$ cat config.mk
export PLATFORM = sky130hd
export DESIGN_NAME = pil_status_latch
export DESIGN_NICKNAME = d
export VERILOG_FILES = /design/src/rtl/pil_pkg.sv /design/src/rtl/pil_flag_cell.sv /design/src/rtl/pil_status_latch.sv
export SDC_FILE = /design/constraint.sdc
export NUM_CORES = 1
export LEC_CHECK = 0
export BUFFER_PORTS_ARGS = -buffer_cell sky130_fd_sc_hd__buf_2
export CAP_MARGIN = 10
export CORE_ASPECT_RATIO = 1.5
export CORE_MARGIN = 4
export CORE_UTILIZATION = 46
export DETAILED_ROUTE_END_ITERATION = 10
export HOLD_SLACK_MARGIN = 0.02
export PLACE_DENSITY = 0.71
export SETUP_SLACK_MARGIN = 0.2
export SLEW_MARGIN = 10
export SYNTH_ARGS = -nofsm -noshare
export SYNTH_HDL_FRONTEND = slang
export SYNTH_SLANG_ARGS = --single-unit
$ cat constraint.sdc
create_clock -name i_clk_sys -period 0.9 [get_ports i_clk_sys]
set_input_delay 0.045 -clock i_clk_sys [delete_from_list [all_inputs] [get_ports i_clk_sys]]
set_output_delay 0.045 -clock i_clk_sys [all_outputs]
set_load 0.05 [all_outputs]
$ cat src/rtl/pil_pkg.sv
// Package with register map, field positions and reset values of the interrupt status latch
package pil_pkg;
  localparam logic [4:0]  STATUS_ADDR      = 5'h19;
  localparam logic [4:0]  MASK_ADDR        = 5'h18;
  localparam logic [15:0] STATUS_RESET     = 16'h0000;
  localparam logic [15:0] MASK_RESET       = 16'h0000;
  localparam int          EVENT_COUNT      = 10;
  localparam int          PENDING_BIT      = 0;
  localparam int          SPEED_BIT        = 1;
  localparam int          LINK_BIT         = 2;
  localparam int          RECEIVE_BIT      = 3;
  localparam int          MAC_FIFO_BIT     = 4;
  localparam int          IDLE_ERR_BIT     = 5;
  localparam int          PAGE_RX_BIT      = 6;
  localparam int          FRAME_TEST_BIT   = 7;
  localparam int          NEGOTIATION_BIT  = 8;
  localparam int          SYNC_LOST_BIT    = 9;
  localparam int          CABLE_TEST_BIT   = 10;
  localparam int          PIN_ENABLE_BIT   = 0;
  localparam logic [15:0] SOURCE_FIELD     = 16'h07FE;
endpackage : pil_pkg

$ cat src/rtl/pil_flag_cell.sv
// Single sticky flag with set-over-clear priority
`timescale 1ns/1ns
`default_nettype none
module pil_flag_cell
(
  input  wire logic i_clk_sys,
  input  wire logic i_rst_n,
  input  wire logic i_set,
  input  wire logic i_clear,
  output var  logic o_flag
);
  typedef struct packed
  {
    logic flag_reg;
  } pil_cell_type;

  pil_cell_type state_reg;
  pil_cell_type state_next;

  always_comb
  begin
    state_next = state_reg;
    if (i_clear)
    begin
      state_next.flag_reg = 1'b0;
    end
    // Set wins so an event during the clearing read survives
    if (i_set)
    begin
      state_next.flag_reg = 1'b1;
    end
  end

  always_ff @(posedge i_clk_sys or negedge i_rst_n)
  begin
    if (!i_rst_n)
    begin
      state_reg <= '0;
    end
    else
    begin
      state_reg <= state_next;
    end
  end

  assign o_flag = state_reg.flag_reg;
endmodule : pil_flag_cell
`default_nettype wire

$ cat src/rtl/pil_status_latch.sv
// Interrupt status latch: sticky event flags, mask register, pending summary and pin
// ==========================================================================
// Notes on behaviour
// Status register at address 0x19, all bits zero after reset.
// A firing source sets its flag, held until the register is read.
// Any read of the status register clears every latched flag at once.
// Source flags set regardless of their mask enable.
// Pending summary derives only from enabled source events.
// Bit 10 cable test, bit 9 sync lost, bit 8 negotiation change.
// Bit 7 frame tester, bit 6 page received, bit 5 idle error saturated.
// Bit 4 MAC FIFO overrun/underrun, bit 3 receive change, bit 2 link change.
// Bit 1 speed change, latched like the other flags.
// Bit 0 pending, set on enabled interrupt, latched until read.
// Mask register at 0x18, per-source enables reset to zero.
// Active-low pin asserted on interrupt only while mask bit 0 set.
// Event in the same cycle as a clearing read stays set.
`timescale 1ns/1ns
`default_nettype none
module pil_status_latch
(
  input  wire logic        i_clk_sys,
  input  wire logic        i_rst_n,
  input  wire logic        i_cable_test_event,
  input  wire logic        i_sync_lost_event,
  input  wire logic        i_negotiation_state_change_event,
  input  wire logic        i_frame_tester_event,
  input  wire logic        i_page_received_event,
  input  wire logic        i_idle_error_saturated_event,
  input  wire logic        i_mac_fifo_overrun_underrun_event,
  input  wire logic        i_receive_state_change_event,
  input  wire logic        i_link_state_change_event,
  input  wire logic        i_speed_change_event,
  input  wire logic [4:0]  i_reg_addr,
  input  wire logic        i_reg_read,
  input  wire logic        i_reg_write,
  input  wire logic [15:0] i_reg_wdata,
  output var  logic [15:0] o_reg_rdata,
  output var  logic        o_irq_n
);
  // ==========================================================================
  // State
  typedef struct packed
  {
    logic [15:0] mask_reg;
    logic [15:0] rdata_reg;
    logic        irq_n_reg;
  } pil_state_type;

  pil_state_type state_reg;
  pil_state_type state_next;

  logic [15:0] event_vec;
  logic [15:0] flags;
  logic        status_read;
  logic        pending_set;

  function automatic logic addr_hit(input logic [4:0] addr, input logic [4:0] target);
    addr_hit = (addr == target);
  endfunction : addr_hit

  // ==========================================================================
  // Event bit placement
  always_comb
  begin
    event_vec = 16'h0000;
    event_vec[pil_pkg::CABLE_TEST_BIT]  = i_cable_test_event;
    event_vec[pil_pkg::SYNC_LOST_BIT]   = i_sync_lost_event;
    event_vec[pil_pkg::NEGOTIATION_BIT] = i_negotiation_state_change_event;
    event_vec[pil_pkg::FRAME_TEST_BIT]  = i_frame_tester_event;
    event_vec[pil_pkg::PAGE_RX_BIT]     = i_page_received_event;
    event_vec[pil_pkg::IDLE_ERR_BIT]    = i_idle_error_saturated_event;
    event_vec[pil_pkg::MAC_FIFO_BIT]    = i_mac_fifo_overrun_underrun_event;
    event_vec[pil_pkg::RECEIVE_BIT]     = i_receive_state_change_event;
    event_vec[pil_pkg::LINK_BIT]        = i_link_state_change_event;
    event_vec[pil_pkg::SPEED_BIT]       = i_speed_change_event;
  end

  assign status_read = i_reg_read && addr_hit(i_reg_addr, pil_pkg::STATUS_ADDR);
  // Enabled events only; mask is ignored for the sticky flags themselves
  assign pending_set = |(event_vec & state_reg.mask_reg & pil_pkg::SOURCE_FIELD);

  // ==========================================================================
  // Sticky flags
  genvar g;
  generate
    for (g = 0; g <= pil_pkg::EVENT_COUNT; g++)
    begin : g_flag
      if (g == pil_pkg::PENDING_BIT)
      begin : g_pend
        pil_flag_cell u_cell
        (
          .i_clk_sys (i_clk_sys),
          .i_rst_n   (i_rst_n),
          .i_set     (pending_set),
          .i_clear   (status_read),
          .o_flag    (flags[g])
        );
      end
      else
      begin : g_src
        pil_flag_cell u_cell
        (
          .i_clk_sys (i_clk_sys),
          .i_rst_n   (i_rst_n),
          .i_set     (event_vec[g]),
          .i_clear   (status_read),
          .o_flag    (flags[g])
        );
      end
    end
  endgenerate
  // Reserved bits read zero
  assign flags[15:pil_pkg::EVENT_COUNT+1] = '0;

  // ==========================================================================
  // Register access and pin
  always_comb
  begin
    state_next = state_reg;
    if (i_reg_write && addr_hit(i_reg_addr, pil_pkg::MASK_ADDR))
    begin
      state_next.mask_reg = i_reg_wdata;
    end
    if (i_reg_read)
    begin
      if (addr_hit(i_reg_addr, pil_pkg::STATUS_ADDR))
      begin
        state_next.rdata_reg = flags;
      end
      else if (addr_hit(i_reg_addr, pil_pkg::MASK_ADDR))
      begin
        state_next.rdata_reg = state_reg.mask_reg;
      end
      else
      begin
        state_next.rdata_reg = 16'h0000;
      end
    end
    // Pin follows pending one cycle later; a read drops it with the flag
    state_next.irq_n_reg = !(flags[pil_pkg::PENDING_BIT] && !status_read
                             && state_reg.mask_reg[pil_pkg::PIN_ENABLE_BIT]);
  end

  always_ff @(posedge i_clk_sys or negedge i_rst_n)
  begin
    if (!i_rst_n)
    begin
      state_reg.mask_reg  <= pil_pkg::MASK_RESET;
      state_reg.rdata_reg <= pil_pkg::STATUS_RESET;
      state_reg.irq_n_reg <= 1'b1;
    end
    else
    begin
      state_reg <= state_next;
    end
  end

  assign o_reg_rdata = state_reg.rdata_reg;
  assign o_irq_n     = state_reg.irq_n_reg;
endmodule : pil_status_latch
`default_nettype wire

; Word level (Yosys, flattened, before mapping)
; Index checks and enable logic that the tools add are counted.
[word_totals]
ff_bits = 44
inputBits = 35
out_inout_bits = 17
elab_cells = 49
[classes]
eq_ne = 2
mux = 14
bitwise = 1
reduce_logical = 18
[op_table]
columns = operator, count
row1 = $mux 16, 2
row2 = $reduce_bool 2->1, 11
row3 = $mux 1, 12
row4 = $and 11x11->11, 1
row5 = $eq 5x5->1 const B, 2
row6 = $reduce_or 10->1, 1
row7 = $logic_and 1x1->1, 4
row8 = $logic_not 1->1, 2

; Longest topological paths before layout
[logic_depth]
depth_word = 6
depth_mapped = 4
depth_no_buf = 3

; Cells and area by module
; From an unflattened synthesis, not the netlist that was laid out.
[hier_totals]
hier_cells = 174
area_unflattened_um2 = 2039.5
[by_module_without_submodules]
columns = mod, instances, cells_each, area_per_inst_um2, seq_area_each_um2
row1 = pil_status_latch, 1, 141, 1640.3, 827.0
row2 = pil_flag_cell, 11, 3, 36.3, 25.0

; Worst setup path after synthesis
; OpenSTA, ideal clock, no wires.
[synth_timing]
path_type = input-to-reg
start = input i_reg_addr[2]
end = register state_reg[20] in the netlist's numbering
setup_ns = 0.125
arrival_ns = 0.959
t_required_ns = 0.775
path_slack_ns = -0.184
stages = 4
n_path_buf = 1
path_cell_list = and4bb_4 nand3b_4 buf_6 mux2_4
[synth_via]
elab_chain_cells = 2
[synth_lines]
columns = item, line_no
row1 = "start, declared", pil_status_latch.sv:33  ; input wire logic [4:0] i_reg_addr,
row2 = $eq 5x5->1, pil_status_latch.sv:58  ; addr_hit = (addr == target);
row3 = $logic_and 1x1->1, pil_status_latch.sv:120  ; if (i_reg_write && addr_hit(i_reg_addr, pil_pkg::MASK_ADDR))
row4 = "end signal, assigned", pil_status_latch.sv:154  ; state_reg <= state_next;
row5 = "end, declared", pil_status_latch.sv:49  ; pil_state_type state_reg;
; No other way between the ends.
; A chain may end at the register's enable or synchronous reset.

; Worst setup path after layout
[layout_timing]
start = register state_reg[18] in the netlist's numbering
end = register state_reg, in the netlist o_reg_rdata[1]
[layout_via]
elab_chain_cells = 2
[layout_lines]
columns = item, line_no
row1 = $mux 16, pil_status_latch.sv:130  ; else if (addr_hit(i_reg_addr, pil_pkg::MASK_ADDR))
row2 = $mux 16, pil_status_latch.sv:126  ; if (addr_hit(i_reg_addr, pil_pkg::STATUS_ADDR))
; No other way between the ends.

==> results by group <==
Critical path
  – Max incr delay on CP: ~0.40 ns
  – Category of the most critical setup path: reg -> reg
  – Kind of start point of the critical path: flip-flop
  – Worst EP arrival: about 1.2 ns
  – Required time reported for the critical path endpoint: 1.08 ns
  – Sort of element at the end of the critical path: flip-flop
  – Largest delay share family, worst path: flip-flops
  – Cells along the critical path: buf_4 > buf_6 > a221o_1
  – Slowest stage cell on the critical path: dfrtp_1
  – Critical-path maximum fanout: 2
  – Buffers & Inverters on Critical Path: 2

Floorplanning
  – Area of the die: 5310 um^2
  – Top-Level Pins: 52
  – Height of the die: 87.3 um
  – Effective utilization at floorplan: about half
  – Placeable Area: 3990 um^2
  – Width of the die: between 60 and 70 um
  – Cell Rows: 28

Clocking
  – Register clock-pin slew on the reported worst setup and hold paths: around 0.08 ns
  – Insertion delay of the later-clocked pin in the worst-skew pair: between 0.2 and 0.3 ns
  – Clock buffers created by TritonCTS: 5
  – Clock root buffer master: clkbuf_8
  – Clock tree from TritonCTS: built
  – H-tree Lvls: 2
  – Number of buffers on the longest clock path: 2
  – Post-CTS Hold Fix Bufs: 11
  – Sink count of the clock tree: 44

Drt
  – Detailed Route Iter0 Violations: 25
  – Routed wire length: a little under 5000 um
  – Post-route DRC violation count: 0
  – Via density per instance: 5.45
  – Drt pass-1 iters: 4
  – Post-DRT Antenna Nets: 0
  – Total number of vias: between 1,000 and 1,500
  – Average wire length per cell after detail routing: ~19 um

Synth
  – Count of synthesis-stage warnings from yosys: 0
  – Number of storage elements in the synthesis netlist: 44
  – Number of nets produced by synthesis: around 170
  – Proportion of netlist area held by the largest area contributor: about 56%
  – Netlist cell types: 23
  – Synth Area per Inst: 14.4 um^2
  – Leading area contributor after synthesis: dfrtp_1
  – Synthesized area: about 1900 um^2
  – Sequential cell area fraction in the yosys report: 57.2%
  – Gate count after technology mapping: 134
  – Largest cells by area after synthesis: dfrtp_1 (56%), mux2_4 (7.8%), buf_4 (6.2%)

Pwr
  – Clock power frac: a little over a quarter
  – Total power per unit cell area: between 1500 and 2000 nW/um^2
  – Maximum resistive drop on vdd: 1.50 mV
  – Int Power: 3270 uW
  – Net switching power figure: roughly 1100 uW
  – Switching power as a share of total power: between 20% and 30%
  – Power share of the sequential group: a little over half
  – Comb pwr share: 21.5%
  – Static Leak: approximately 0.0013 uW

STA
  – Relative max-transition margin: about four fifths
  – Worst slew pin tran: 0.303 ns
  – Setup slack of the critical path after layout: -0.154 ns
  – Setup repair after global routing missed its margin: yes
  – Post-route clock skew: around 0.0018 ns
  – Count of final hold-check violations: 12
  – Number of max-slew violations in the final report: 0
  – Final Cycle Share: 117%
  – Final worst hold slack: -0.0177 ns
  – Tmin final: 1.05 ns
  – Highest clock rate: around 950 MHz
  – Final setup violating endpoints: 22

Cells and area
  – Layout overhead on the synthesized area: 44.4%
  – Post-layout net count: 244
  – Cell area after layout: approximately 2800 um^2
  – Fraction of final layout cells with drive strength greater than 1: a little over half
  – Number of diodes: 0
  – Utilization after layout: 69.6%
  – Filler Cells Inserted: ~290

Global routing
  – Maximum number of pins on one net before global-route repair: 36
  – Grt total ovfl: 0
  – Global-route wire length before repair: around 7800 um
  – Vias in the first global route: roughly 1,600
  – Initial antenna violation count: 0
  – Global-route usage over all layers: between 20% and 30%

Placement
  – Total placed instance area: 2280 um^2
  – Post-DP HPWL: roughly 3300 um
  – Number of port buffers: roughly 50
  – GPL Wtd Cong: 0.837

Flow run
  – Max-Cap Viols: 0

Run status
  – Violations in the final reports: negative hold slack, negative setup slack
  – Outcome: complete, but fails checks

Hold path
  – Hold Path Class: in -> reg
## path summary, 6_finish.rpt
path                                 start        endpoint  slack, ns  depth (start not counted)
max in group asynchronous          i_rst_n  o_reg_rdata[6]       0.33                          3
min reg2reg                  state_reg[17]         o_irq_n       0.46                          1
min                        i_reg_wdata[11]   state_reg[28]      -0.02                          2
min in group asynchronous          i_rst_n   state_reg[26]       0.15                          2
max reg2reg                  state_reg[18]  o_reg_rdata[1]      -0.15                          3
max                          state_reg[18]  o_reg_rdata[1]      -0.15                          3
## worst register-to-register path, cell delays in order (launching register included)
cell and delay [ns]:
dfrtp_1 0.40, buf_4 0.14, buf_6 0.10, a221o_1 0.29
## repair_timing
action	in CTS	in global routing
setup buffers	5	1
gates cloned	1	0
pin swaps	19	15
endpoints found under the setup margin	60	81
hold endpoints to repair	70	16
gates resized for setup	56	11
## routing by layer
metal	track usage, %	vias up	wire, um
met5	0	-	0
met4	10.5	0	149
met3	4.30	16	242
met2	35.0	49	2600
met1	23.6	693	1830
li1	-	626	-
## cell families after synthesis
kind of cell / share of synthesized area, %
DFF: 57.2
AOI/OAI and AO/OA: 14.3
buffers and inverters: 8.64
and+or+nand+nor: 8.57
muxes: 11.3
## through the flow
| stage | total power (uW) | setup WS [ns] | TNS, ns | instances | hold slack, ns |
|---|---|---|---|---|---|
| after global routing | 4570 | -0.195 | -1.70 | 254 | -0.0302 |
| after CTS | 4340 | -0.131 | -0.661 | 253 | -0.0205 |
| after floorplan | 2660 | -0.184 | -2.84 | 134 | -0.251 |
| final | 4400 | -0.154 | -0.924 | 254 | -0.0177 |
| after detailed placement | 3040 | -0.296 | -8.69 | 229 | -0.0708 |
| after global placement | 2990 | -0.264 | -7.49 | 229 | -0.0795 |
## Yosys cell counts, drive strengths merged
cell type	n
nor4	1
a221o	11
nor2b	10
mux2	16
nand2	1
and4bb	1
a22oi	5
nand3b	2
clkbuf	1
dfstp	1
and3	1
a21o	10
a211o	1
nand3	3
and2b	1
a22o	5
dfrtp	43
inv	1
buf	20
## final cells by class
| cell class | count | area (um^2) | area share (%) |
|---|---|---|---|
| Clock buffer | 6 | 72.6 | 2.61 |
| Tap cell | 45 | 56.3 | 2.02 |
| Sequential cell | 44 | 1100 | 39.6 |
| Timing Repair Buffer | 89 | 836 | 30.0 |
| Multi-Input combinational cell | 68 | 706 | 25.4 |
| Clock inverter | 1 | 5.00 | 0.180 |
| Inverter | 1 | 3.75 | 0.135 |
## power by group through the flow
stage	sequential (uW)	clock, uW	combinational [uW]
finish	2290	1160	947
global route	2310	1260	1010
CTS	2270	1180	891
detailed placement	2290	0	752
global placement	2270	0	721
floorplan	2310	0	354
## placed cells by master (no fill, tap or decap)
| cell | Yosys | final |
|---|---|---|
| a211o_1 | 1 | 1 |
| a21o_1 | 10 | 10 |
| a221o_1 | 11 | 11 |
| a22o_1 | 5 | 5 |
| a22oi_1 | 5 | 1 |
| a22oi_2 | 0 | 4 |
| and2b_1 | 1 | 1 |
| and3_4 | 1 | 1 |
| and4bb_4 | 1 | 1 |
| buf_12 | 0 | 4 |
| buf_16 | 0 | 1 |
| buf_2 | 1 | 29 |
| buf_4 | 16 | 8 |
| buf_6 | 3 | 32 |
| buf_8 | 0 | 3 |
| clkbuf_1 | 1 | 1 |
| clkbuf_4 | 0 | 1 |
| clkbuf_8 | 0 | 5 |
| clkinv_2 | 0 | 1 |
| dfrtp_1 | 43 | 43 |
| dfstp_2 | 1 | 1 |
| dlygate4sd3_1 | 0 | 11 |
| inv_2 | 1 | 1 |
| mux2_2 | 6 | 4 |
| mux2_4 | 10 | 12 |
| nand2_1 | 1 | 1 |
| nand3_1 | 3 | 2 |
| nand3_4 | 0 | 1 |
| nand3b_1 | 1 | 1 |
| nand3b_4 | 1 | 1 |
| nor2b_1 | 10 | 9 |
| nor2b_4 | 0 | 1 |
| nor4_4 | 1 | 1 |
Power figures use the tool's default switching activity.
